File: src/pkg/mouse_frontend_pkg.sv
// Constants, step codes and the quadrature decoder shared by the front end
`default_nettype none
package mouse_frontend_pkg;

	localparam int unsigned SYS_CLK_HZ   = 10_000_000;
	localparam int unsigned DEBOUNCE_MS  = 15;
	localparam int unsigned SAMPLE_US    = 100;
	localparam int unsigned DEBOUNCE_CYCLES_DEF =
		SYS_CLK_HZ / 1000 * DEBOUNCE_MS;
	localparam int unsigned SAMPLE_CYCLES =
		SYS_CLK_HZ / 1_000_000 * SAMPLE_US;

	localparam int unsigned BUTTON_COUNT = 3;
	localparam int unsigned DB_CNT_W     = 18;
	localparam int unsigned SAMPLE_CNT_W = 10;
	localparam int unsigned WHEEL_W      = 8;

	localparam logic [BUTTON_COUNT-1:0] BUTTONS_IDLE = 3'h7;
	localparam logic [1:0] PHASE_REST = 2'h3;

	localparam logic [1:0] STEP_NONE = 2'h0;
	localparam logic [1:0] STEP_UP   = 2'h1;
	localparam logic [1:0] STEP_DOWN = 2'h2;

	typedef enum logic [2:0]
	{
		PWR_OFF  = 3'h1,
		PWR_RUN  = 3'h2,
		PWR_SUSP = 3'h4
	} power_state_t;

	// Gray order 00,01,11,10 counts up; a jump of both phases is dropped
	function automatic logic [1:0] quad_step(input logic [1:0] prev,
		input logic [1:0] cur);
		logic [1:0] step;
		step = STEP_NONE;
		case ({prev, cur})
			4'h1, 4'h7, 4'hE, 4'h8: step = STEP_UP;
			4'h2, 4'hB, 4'hD, 4'h4: step = STEP_DOWN;
			default: step = STEP_NONE;
		endcase
		return step;
	endfunction

endpackage
`default_nettype wire

File: src/pkg/debounce_if.sv
// Carrier between the front end and its button filter
`timescale 1ns/1ps
`default_nettype none
interface debounce_if;
	logic [2:0] raw;
	logic [2:0] stable;
	modport filt (input raw, output stable);
	modport user (output raw, input stable);
endinterface
`default_nettype wire

File: src/rtl/button_debouncer.sv
// Chatter filter for the three button inputs
`timescale 1ns/1ps
`default_nettype none
module button_debouncer
	import mouse_frontend_pkg::*;
#(
	parameter int unsigned DEBOUNCE_CYCLES = DEBOUNCE_CYCLES_DEF
)
(
	input  wire logic  sys_clk,
	input  wire logic  rst_n,
	debounce_if.filt   dbg
);

	logic [DB_CNT_W-1:0] holdCnt [BUTTON_COUNT];
	logic [BUTTON_COUNT-1:0] expire;

	always_comb
	begin
		for (int i = 0; i < BUTTON_COUNT; i++)
			expire[i] = (holdCnt[i] == DB_CNT_W'(DEBOUNCE_CYCLES));
	end

	// Input is taken once the hold time has run from its first change,
	// whatever it did meanwhile
	always_ff @(posedge sys_clk or negedge rst_n)
	begin
		if (!rst_n)
		begin
			dbg.stable <= BUTTONS_IDLE;
			for (int i = 0; i < BUTTON_COUNT; i++)
				holdCnt[i] <= '0;
		end
		else
		begin
			for (int i = 0; i < BUTTON_COUNT; i++)
			begin
				if (holdCnt[i] == '0)
				begin
					if (dbg.raw[i] != dbg.stable[i])
						holdCnt[i] <= DB_CNT_W'(1);
				end
				else if (expire[i])
				begin
					dbg.stable[i] <= dbg.raw[i];
					holdCnt[i] <= '0;
				end
				else
					holdCnt[i] <= holdCnt[i] + DB_CNT_W'(1);
			end
		end
	end
endmodule
`default_nettype wire

File: src/rtl/mouse_input_frontend.sv
// Button, scroll wheel and sensor power front end of the mouse controller
//
// Operation
// - A button change is accepted only once 15 ms have passed since its first edge.
// - Button inputs one, two and three report as left, middle and right.
// - Both wheel phases are sampled once every 100 us.
// - Mechanical variant enables phase pull-ups while operating only.
// - Optical variant never enables the phase pull-ups.
// - Sensor illumination drive is on while operating and off in suspend.
// - All timing counts derive from the system clock rate.
`timescale 1ns/1ps
`default_nettype none
module mouse_input_frontend
	import mouse_frontend_pkg::*;
#(
	parameter int unsigned DEBOUNCE_CYCLES   = DEBOUNCE_CYCLES_DEF,
	parameter bit          MECHANICAL_WHEEL  = 1'b1
)
(
	input  wire logic               sys_clk,
	input  wire logic               rst_n,
	input  wire logic               suspendReq,
	input  wire logic               left_button_in,
	input  wire logic               middle_button_in,
	input  wire logic               right_button_in,
	input  wire logic               scroll_phase_a,
	input  wire logic               scroll_phase_b,
	output logic [2:0]              buttonPressed,
	output logic                    scrollUp,
	output logic                    scrollDown,
	output logic [WHEEL_W-1:0]      wheelCount,
	output logic                    sensor_power_ctl,
	output logic                    illumDrive,
	output logic                    phasePullupEn,
	output logic                    operating
);

	debounce_if dbg ();

	power_state_t               powerState;
	power_state_t               next_powerState;
	logic [SAMPLE_CNT_W-1:0]    sampleCnt;
	logic                       sampleTick;
	logic [1:0]                 phaseSample;
	logic [1:0]                 phaseNow;
	logic [1:0]                 step;
	logic                       running;

	// Button order on the filter bus fixes the report bit order
	assign dbg.raw = {right_button_in, middle_button_in,
		left_button_in};

	button_debouncer #(
		.DEBOUNCE_CYCLES (DEBOUNCE_CYCLES)
	) u_debouncer (
		.sys_clk (sys_clk),
		.rst_n   (rst_n),
		.dbg     (dbg)
	);

	// Buttons idle high through pull-ups, so pressed reads low
	always_ff @(posedge sys_clk or negedge rst_n)
	begin
		if (!rst_n)
			buttonPressed <= '0;
		else
			buttonPressed <= ~dbg.stable;
	end

	// Power mode
	always_comb
	begin
		next_powerState = powerState;
		case (powerState)
			PWR_OFF:  next_powerState = suspendReq ? PWR_SUSP : PWR_RUN;
			PWR_RUN:  next_powerState = suspendReq ? PWR_SUSP : PWR_RUN;
			PWR_SUSP: next_powerState = suspendReq ? PWR_SUSP : PWR_RUN;
			default:  next_powerState = PWR_OFF;
		endcase
	end

	always_ff @(posedge sys_clk or negedge rst_n)
	begin
		if (!rst_n)
			powerState <= PWR_OFF;
		else
			powerState <= next_powerState;
	end

	assign running = (powerState == PWR_RUN);
	assign operating = running;

	// Drives stay off through reset so the sensor never sees a glitch
	always_ff @(posedge sys_clk or negedge rst_n)
	begin
		if (!rst_n)
		begin
			sensor_power_ctl <= 1'b0;
			illumDrive <= 1'b0;
		end
		else
		begin
			sensor_power_ctl <= (next_powerState == PWR_RUN);
			illumDrive <= (next_powerState == PWR_RUN);
		end
	end

	// Optical wheels carry their own drive; pulling up would load them
	always_ff @(posedge sys_clk or negedge rst_n)
	begin
		if (!rst_n)
			phasePullupEn <= 1'b0;
		else if (MECHANICAL_WHEEL)
			phasePullupEn <= (next_powerState == PWR_RUN);
		else
			phasePullupEn <= 1'b0;
	end

	// Sample interval timer
	always_ff @(posedge sys_clk or negedge rst_n)
	begin
		if (!rst_n)
			sampleCnt <= '0;
		else if (sampleTick)
			sampleCnt <= '0;
		else
			sampleCnt <= sampleCnt + SAMPLE_CNT_W'(1);
	end

	assign sampleTick =
		(sampleCnt == SAMPLE_CNT_W'(SAMPLE_CYCLES - 1));
	assign phaseNow = {scroll_phase_a, scroll_phase_b};
	assign step = quad_step(phaseSample, phaseNow);

	// Samples keep flowing in suspend so resume starts from a fresh
	// reference, but no step is reported there
	always_ff @(posedge sys_clk or negedge rst_n)
	begin
		if (!rst_n)
			phaseSample <= PHASE_REST;
		else if (sampleTick)
			phaseSample <= phaseNow;
	end

	always_ff @(posedge sys_clk or negedge rst_n)
	begin
		if (!rst_n)
		begin
			scrollUp <= 1'b0;
			scrollDown <= 1'b0;
		end
		else
		begin
			scrollUp <= sampleTick && running
				&& (step == STEP_UP);
			scrollDown <= sampleTick && running
				&& (step == STEP_DOWN);
		end
	end

	// Wraps freely; the report logic takes differences
	always_ff @(posedge sys_clk or negedge rst_n)
	begin
		if (!rst_n)
			wheelCount <= '0;
		else if (scrollUp)
			wheelCount <= wheelCount + WHEEL_W'(1);
		else if (scrollDown)
			wheelCount <= wheelCount - WHEEL_W'(1);
	end

	// Checking helpers
	logic [SAMPLE_CNT_W:0] tickGap;
	logic                  tickSeen;

	always_ff @(posedge sys_clk or negedge rst_n)
	begin
		if (!rst_n)
		begin
			tickGap <= '0;
			tickSeen <= 1'b0;
		end
		else if (sampleTick)
		begin
			tickGap <= '0;
			tickSeen <= 1'b1;
		end
		else
			tickGap <= tickGap + (SAMPLE_CNT_W+1)'(1);
	end
endmodule
`default_nettype wire

File: config.mk
export PLATFORM = sky130hd
export DESIGN_NAME = mouse_input_frontend
export DESIGN_NICKNAME = d
export VERILOG_FILES = /design/src/pkg/mouse_frontend_pkg.sv /design/src/pkg/debounce_if.sv /design/src/rtl/button_debouncer.sv /design/src/rtl/mouse_input_frontend.sv
export SDC_FILE = /design/constraint.sdc
export NUM_CORES = 1
export LEC_CHECK = 0
export BUFFER_PORTS_ARGS = -buffer_cell sky130_fd_sc_hd__buf_2
export CAP_MARGIN = 25
export CORE_MARGIN = 5
export CORE_UTILIZATION = 55
export CTS_CLUSTER_DIAMETER = 40
export CTS_CLUSTER_SIZE = 20
export DETAILED_ROUTE_END_ITERATION = 16
export PLACE_DENSITY = 0.76
export SYNTH_ARGS = -nofsm -noshare
export SYNTH_HDL_FRONTEND = slang
export SYNTH_SLANG_ARGS = --single-unit
File: constraint.sdc
create_clock -name sys_clk -period 1.8 [get_ports sys_clk]
set_input_delay 0 -clock sys_clk [delete_from_list [all_inputs] [get_ports sys_clk]]
set_output_delay 0 -clock sys_clk [all_outputs]
set_load 0.05 [all_outputs]
# Word level (Yosys, flattened, before mapping)
# Memories as Yosys holds them, arrays and structs flattened.
# Index checks and enable logic that the tools add are counted.
totals:
  mem_count: 1
  latch_bits: 0
  regBits: 86
  in_bits: 8
  rom_bits: 32
  elab_cells: 66
  output_inout_bits: 17
  ram_bits: 0
mem_list:
  columns: ["memory", "depth", "word_bits", "read_ports", "rd_clocked_by_memory_dff", "wr", "line_no", "rtl"]
  rows:
  - ["(no name shown)", 16, 2, 1, 0, 0, "mouse_frontend_pkg.sv:37", "case ({prev, cur})"]
classes:
  n_mux: 14
  div_mod_pow: 0
  reduce_logical: 11
  n_bitwise: 4
  n_lt_le_gt_ge: 0
  eq_ne: 16
  n_addsub: 6
  shift: 0
  multipliers: 0
ops:
  columns: ["operator", "count"]
  rows:
  - ["$mux 18", 9]
  - ["$add 18x1->18 const B", 3]
  - ["$eq 18x18->1 const B", 3]
  - ["$logic_not 18->1", 3]
  - ["$mux 8", 2]
  - ["$add 10x1->10 const B", 1]
  - ["$eq 10x10->1 const B", 1]
  - ["$mux 10", 1]
  - ["$add 8x1->8 const B", 1]
  - ["$sub 8x1->8 const B", 1]
  - ["$eq 3x2->1 const B", 2]
  - ["$mux 3", 2]
  - ["$ne 2x2->1 const B", 3]
  - ["$reduce_and 2->1", 3]
  - ["$eq 3x1->1 const B", 1]
  - ["$eq 3x3->1 const B", 1]
  - ["$logic_and 1x1->1", 3]
  - ["$ne 1x1->1", 3]
  - ["$not 1->1", 3]
  - ["$not 3->3", 1]
  - ["$reduce_or 3->1", 1]
  - ["$eq 2x1->1 const B", 1]
  - ["$eq 2x2->1 const B", 1]
  - ["$reduce_bool 2->1", 1]

# Logic depth before layout (Yosys ltp)
depth:
  word_depth: 4
  mapped_depth: 7
  depth_no_buf: 7

# Hierarchy
# A second synthesis with hierarchy kept.
unflattened:
  cells_unflattened: 422
  area_unflattened_um2: 4344.2
modules_own_cells:
  columns: ["mod", "instances", "area_per_inst_um2", "cells_per_inst", "seq_area_each_um2"]
  rows:
  - ["button_debouncer", 1, 2842.7, 280, 1430.1]
  - ["mouse_input_frontend", 1, 1501.4, 142, 704.4]

# Worst setup path after synthesis
# Ideal clock, no wire load.
synth_path:
  path_type: "reg-to-reg"
  start: "register powerState[1]"
  end: "register scrollUp"
  stages_incl_launch_ff: 3
  slack_ps: -592
  synth_period_minus_slack_ps: 2392
  setup_ps: 74
  t_arrival_ps: 2318
  path_cell_list: "dfrtp_1 nor3b_1 and4_1"
synth_between:
  elab_chain_len: 3
synth_lines:
  columns: ["element", "line_no", "rtl"]
  rows:
  - ["from (decl)", "mouse_input_frontend.sv:40", "power_state_t powerState;"]
  - ["from (signal assigned)", "mouse_input_frontend.sv:87", "powerState <= next_powerState;"]
  - ["$eq 3x2->1", "mouse_input_frontend.sv:90", "assign running = (powerState == PWR_RUN);"]
  - ["via operating", "mouse_input_frontend.sv:35", "output logic operating"]
  - ["$logic_and 1x1->1", "mouse_input_frontend.sv:154", "scrollUp <= sampleTick && running"]
  - ["$logic_and 1x1->1", "mouse_input_frontend.sv:155", "&& (step == STEP_UP);"]
  - ["to (signal assigned)", "mouse_input_frontend.sv:154", null]
  - ["to (decl)", "mouse_input_frontend.sv:29", "output logic scrollUp,"]
# The timed path passes the listed nets, and every way through them passes these cells.
# A chain may end at the register's enable or synchronous reset.

# Worst setup path in the final report
layout_path:
  start: "register scrollUp"
  end: "register wheelCount[6]"
layout_between:
  elab_chain_len: 1
  word_cells_on_any_way: 2
layout_lines:
  columns: ["element", "line_no", "rtl"]
  rows:
  - ["$mux 8 or $reduce_bool 2->1 (tied branches)", null, null]
  - ["to (signal assigned)", "mouse_input_frontend.sv:167", "wheelCount <= wheelCount + WHEEL_W'(1);"]
  - ["to (signal assigned)", "mouse_input_frontend.sv:169", "wheelCount <= wheelCount - WHEEL_W'(1);"]
  - ["to (decl)", "mouse_input_frontend.sv:31", "output logic [WHEEL_W-1:0] wheelCount,"]
# Parallel ways exist; a longest one is shown, timed or not.

==> metrics.csv <==
metric;value;unit
outcome;finished clean;
layout-drive-gt1-share;0.2072;
drt_wl_total;7.916;mm
ys_ff_latch;85;
synthesis.area;4294;µm²
viasPerCell;5.442;
cts_sinks;85;
synth_edf_count;0;
cts_buffer_depth;2;
r2r_start;scrollUp$_DFF_PN0_;
switching_share;0.2645;
drt.antenna.violating_nets;0;
synth_seq_area_share;0.4971;
grt_pass1_vias;3132;
grt_pass1_wl;14.04;mm
overflow;0;
antenna_found_initial;0;
tritoncts;yes;
ys_warn_count;0;
clock_latency;0.35;ns
start_util;0.5615;
crit_buf_inv;1;
crit_fanout;7;
critPathMaxStageDelay;0.43;ns
end_kind;flip-flop;
cts_max_level;3;
worst_pin_slew;0.4557;ns
place_inst;549;
clk_pin_slew_worst_paths;0.09;ns
drc;0;
synthCells;421;
switching_power;0.9585;mW
fp.dieH;98.36;µm
grt_max_degree;52;
vdd_drop_max;472.2;µV
period_needed;1.751;ns
combPwrFrac;0.079;
ff2ff_setup_slack;0.05;ns
crit_family;compound AO/OA/AOI/OAI gates;
cp.required;2.03;ns
antenna_cells;0;
critPathArrivalTime;1.99;ns
numCtsBuffers;9;
timing.fmax;571.1;MHz
hpwlAfterDp;5.549;mm
crit_type;flip-flop to flip-flop;
p_per_area;729.0;nW/µm²
synth_area_per_cell;10.20;µm²
seqPwrFrac;0.547;
syn_to_final_growth;15.76;%
cap_violations;0;
portBuffers;24;
power.internal;2.666;mW
p_leak;2.277;nW
fp.dieArea;9675;µm²
syn_nets;443;
die_x;98.36;µm
finalCritPeriodShare;0.9727;
slowest_stage;dfrtp_2;
place.gp.congestion;0.7982;
row_count;32;
drt_iter0_drc;129;
start_kind;flip-flop;
finalMaxSlewViolations;0;
grtUsageTotal;0.1746;
path_cells;inv_6 -> fa_2 -> a21oi_2 -> o21ai_1 -> a21oi_1 -> xor2_1 -> o21ai_0;
report.final.hold_viol_count;0;
rsz0062_at_grt;yes;
avgRoutedWirePerCell;13.77;µm
fin_cells;575;
finClkSkew;0.01004;ns
synth_cell_type_count;53;
max_slew_margin;0.6962;
synthArstFlopShare;1.000;
reg2reg_depth;7;
total_power;3.624;mW
clkPwrFrac;0.375;
finalHoldWorstSlack;0.1386;ns
io_pins;25;
synth_ff_type;dfrtp_1;
coreArea;7647;µm²
routed-via-count;3129;
setup_viol;0;
hp-class;input pin to asynchronous set/reset pin;
r2r_end;wheelCount[6]$_DFFE_PN0P_;
fin_nets;490;
root_buffer;clkbuf_8;
dr.pass1.iters;4;
[metal layers]
metal	up-vias	global-route usage	part of all wire
met2	51	0.2819	0.48
met4	0	0.05567	0.0088
met5	-	0	0
met1	1539	0.2340	0.47
li1	1533	-	-
met3	6	0.04071	0.039
[registers in the layout (all words and copies together) (netlist names), 2 cells and up]
signal and count:
powerState 3, sampleCnt 10, phaseSample 2, u_debouncer.holdCnt 54, buttonPressed 3, u_debouncer.dbg.stable 3, wheelCount 8
[power by group through the flow]
stage,Sequential (mW),Clock [mW],Combinational [mW]
2_1_floorplan,2.04,0,0.172
3_5_place_dp,2.02,0,0.278
3_3_place_gp,2.02,0,0.276
4_1_cts,1.98,1.39,0.290
5_1_grt,1.99,1.48,0.306
6_report,1.98,1.36,0.285
[cells in the final DEF, fill, tap and decap left out, types with 4 or more instances in the layout]
master | synthesis | routed
clkbuf_8 | 0 | 9
o21ai_1 | 1 | 4
and4_1 | 4 | 4
dlygate4sd3_1 | 0 | 7
mux2_2 | 4 | 4
buf_2 | 3 | 23
ha_1 | 13 | 9
dfstp_2 | 6 | 6
nor4_1 | 9 | 9
nand4_1 | 14 | 14
a21oi_1 | 9 | 7
dfrtp_1 | 79 | 76
o21ai_0 | 19 | 16
and3_1 | 7 | 7
nand2_1 | 30 | 29
inv_1 | 21 | 20
xnor2_1 | 36 | 36
a21oi_2 | 2 | 4
buf_4 | 3 | 13
nor2_1 | 59 | 57
xor2_1 | 27 | 27
nor3_1 | 6 | 6
nand3_1 | 26 | 26
[timing repair]
| item | in CTS | in global routing |
|---|---|---|
| pin swaps | 0 | 4 |
| hold buffers | 7 | 0 |
| setup buffers | 0 | 3 |
| gates resized for setup | 1 | 8 |
| endpoints found under the setup margin | 1 | 24 |
| endpoints found under the hold margin | 42 | 0 |
[final cells by class]
cell class	count	area [µm²]
multi-input combinational	307	2121
timing repair buffer	44	302.8
inverter	21	83.83
sequential	85	2138
tap	102	127.6
clock buffer	9	123.9
clock inverter	7	73.82
fill	599	2676
[through the flow]
step	util	setup TNS, ns	setup WS (ns)	area (µm²)
finish	0.6500	0	0.04911	4971
global route	0.6500	-0.1342	-0.05107	4971
CTS	0.6432	0	0.01905	4918
detailed placement	0.6070	0	0.01761	4642
global placement	0.6070	0	0.07636	4642
floorplan	-	-0.04127	-0.04127	4357
[synth_stat cells (2+ instances only)]
master	number	area [µm²]
dfrtp_1	79	1977
nor2_1	59	221.5
xnor2_1	36	315.3
nand2_1	30	112.6
xor2_1	27	236.5
nand3_1	26	130.1
inv_1	21	78.83
o21ai_0	19	95.09
nand4_1	14	87.58
ha_1	13	162.7
a21oi_1	9	45.04
nor4_1	9	56.30
and3_1	7	43.79
dfstp_2	6	157.7
nor3_1	6	30.03
and4_1	4	35.03
mux2_2	4	45.04
buf_2	3	15.01
buf_4	3	22.52
nor3_2	3	30.03
o21a_1	3	22.52
or3_4	3	33.78
a21oi_2	2	17.52
and2_1	2	12.51
nor2b_1	2	12.51
nor4_2	2	25.02
o21bai_1	2	15.01
or3_1	2	12.51
[worst max path at each step]
stage / startpoint / endpoint / slack [ns] / cells after the start
after floorplan: powerState[1]$_DFF_PN0_ / scrollUp$_DFF_PN0_ / -0.04 / 2
after global placement: sampleCnt[0]$_DFF_PN0_ / phaseSample[0]$_DFFE_PN1N_ / 0.08 / 6
after detailed placement: sampleCnt[0]$_DFF_PN0_ / phaseSample[0]$_DFFE_PN1N_ / 0.02 / 6
after CTS: scrollUp$_DFF_PN0_ / wheelCount[6]$_DFFE_PN0P_ / 0.02 / 7
after global routing: scrollUp$_DFF_PN0_ / wheelCount[7]$_DFFE_PN0P_ / -0.05 / 7
final: scrollUp$_DFF_PN0_ / wheelCount[6]$_DFFE_PN0P_ / 0.05 / 7
[cells by family (layout without fill, tap and decap cells)]
family                     Yosys count  in the layout  share of synthesized area
and+or+nand+nor                    180            180                     0.2223
DFF                                 85             85                     0.4971
xor gates and xnor gates            63             63                     0.1285
AOI/OAI and AO/OA                   44             44                    0.06352
buffers and inverters               29             81                    0.03059
adders and majority gates           14             14                    0.04254
muxes                                6              6                    0.01544
[worst reg2reg max path, cell delays in order, from the launching register on]
cell and delay [ns]:
dfrtp_2 0.43, inv_6 0.08, fa_2 0.42, a21oi_2 0.16, o21ai_1 0.08, a21oi_1 0.19
xor2_1 0.18, o21ai_0 0.09
Note: power is estimated with default switching activity, not from simulation.
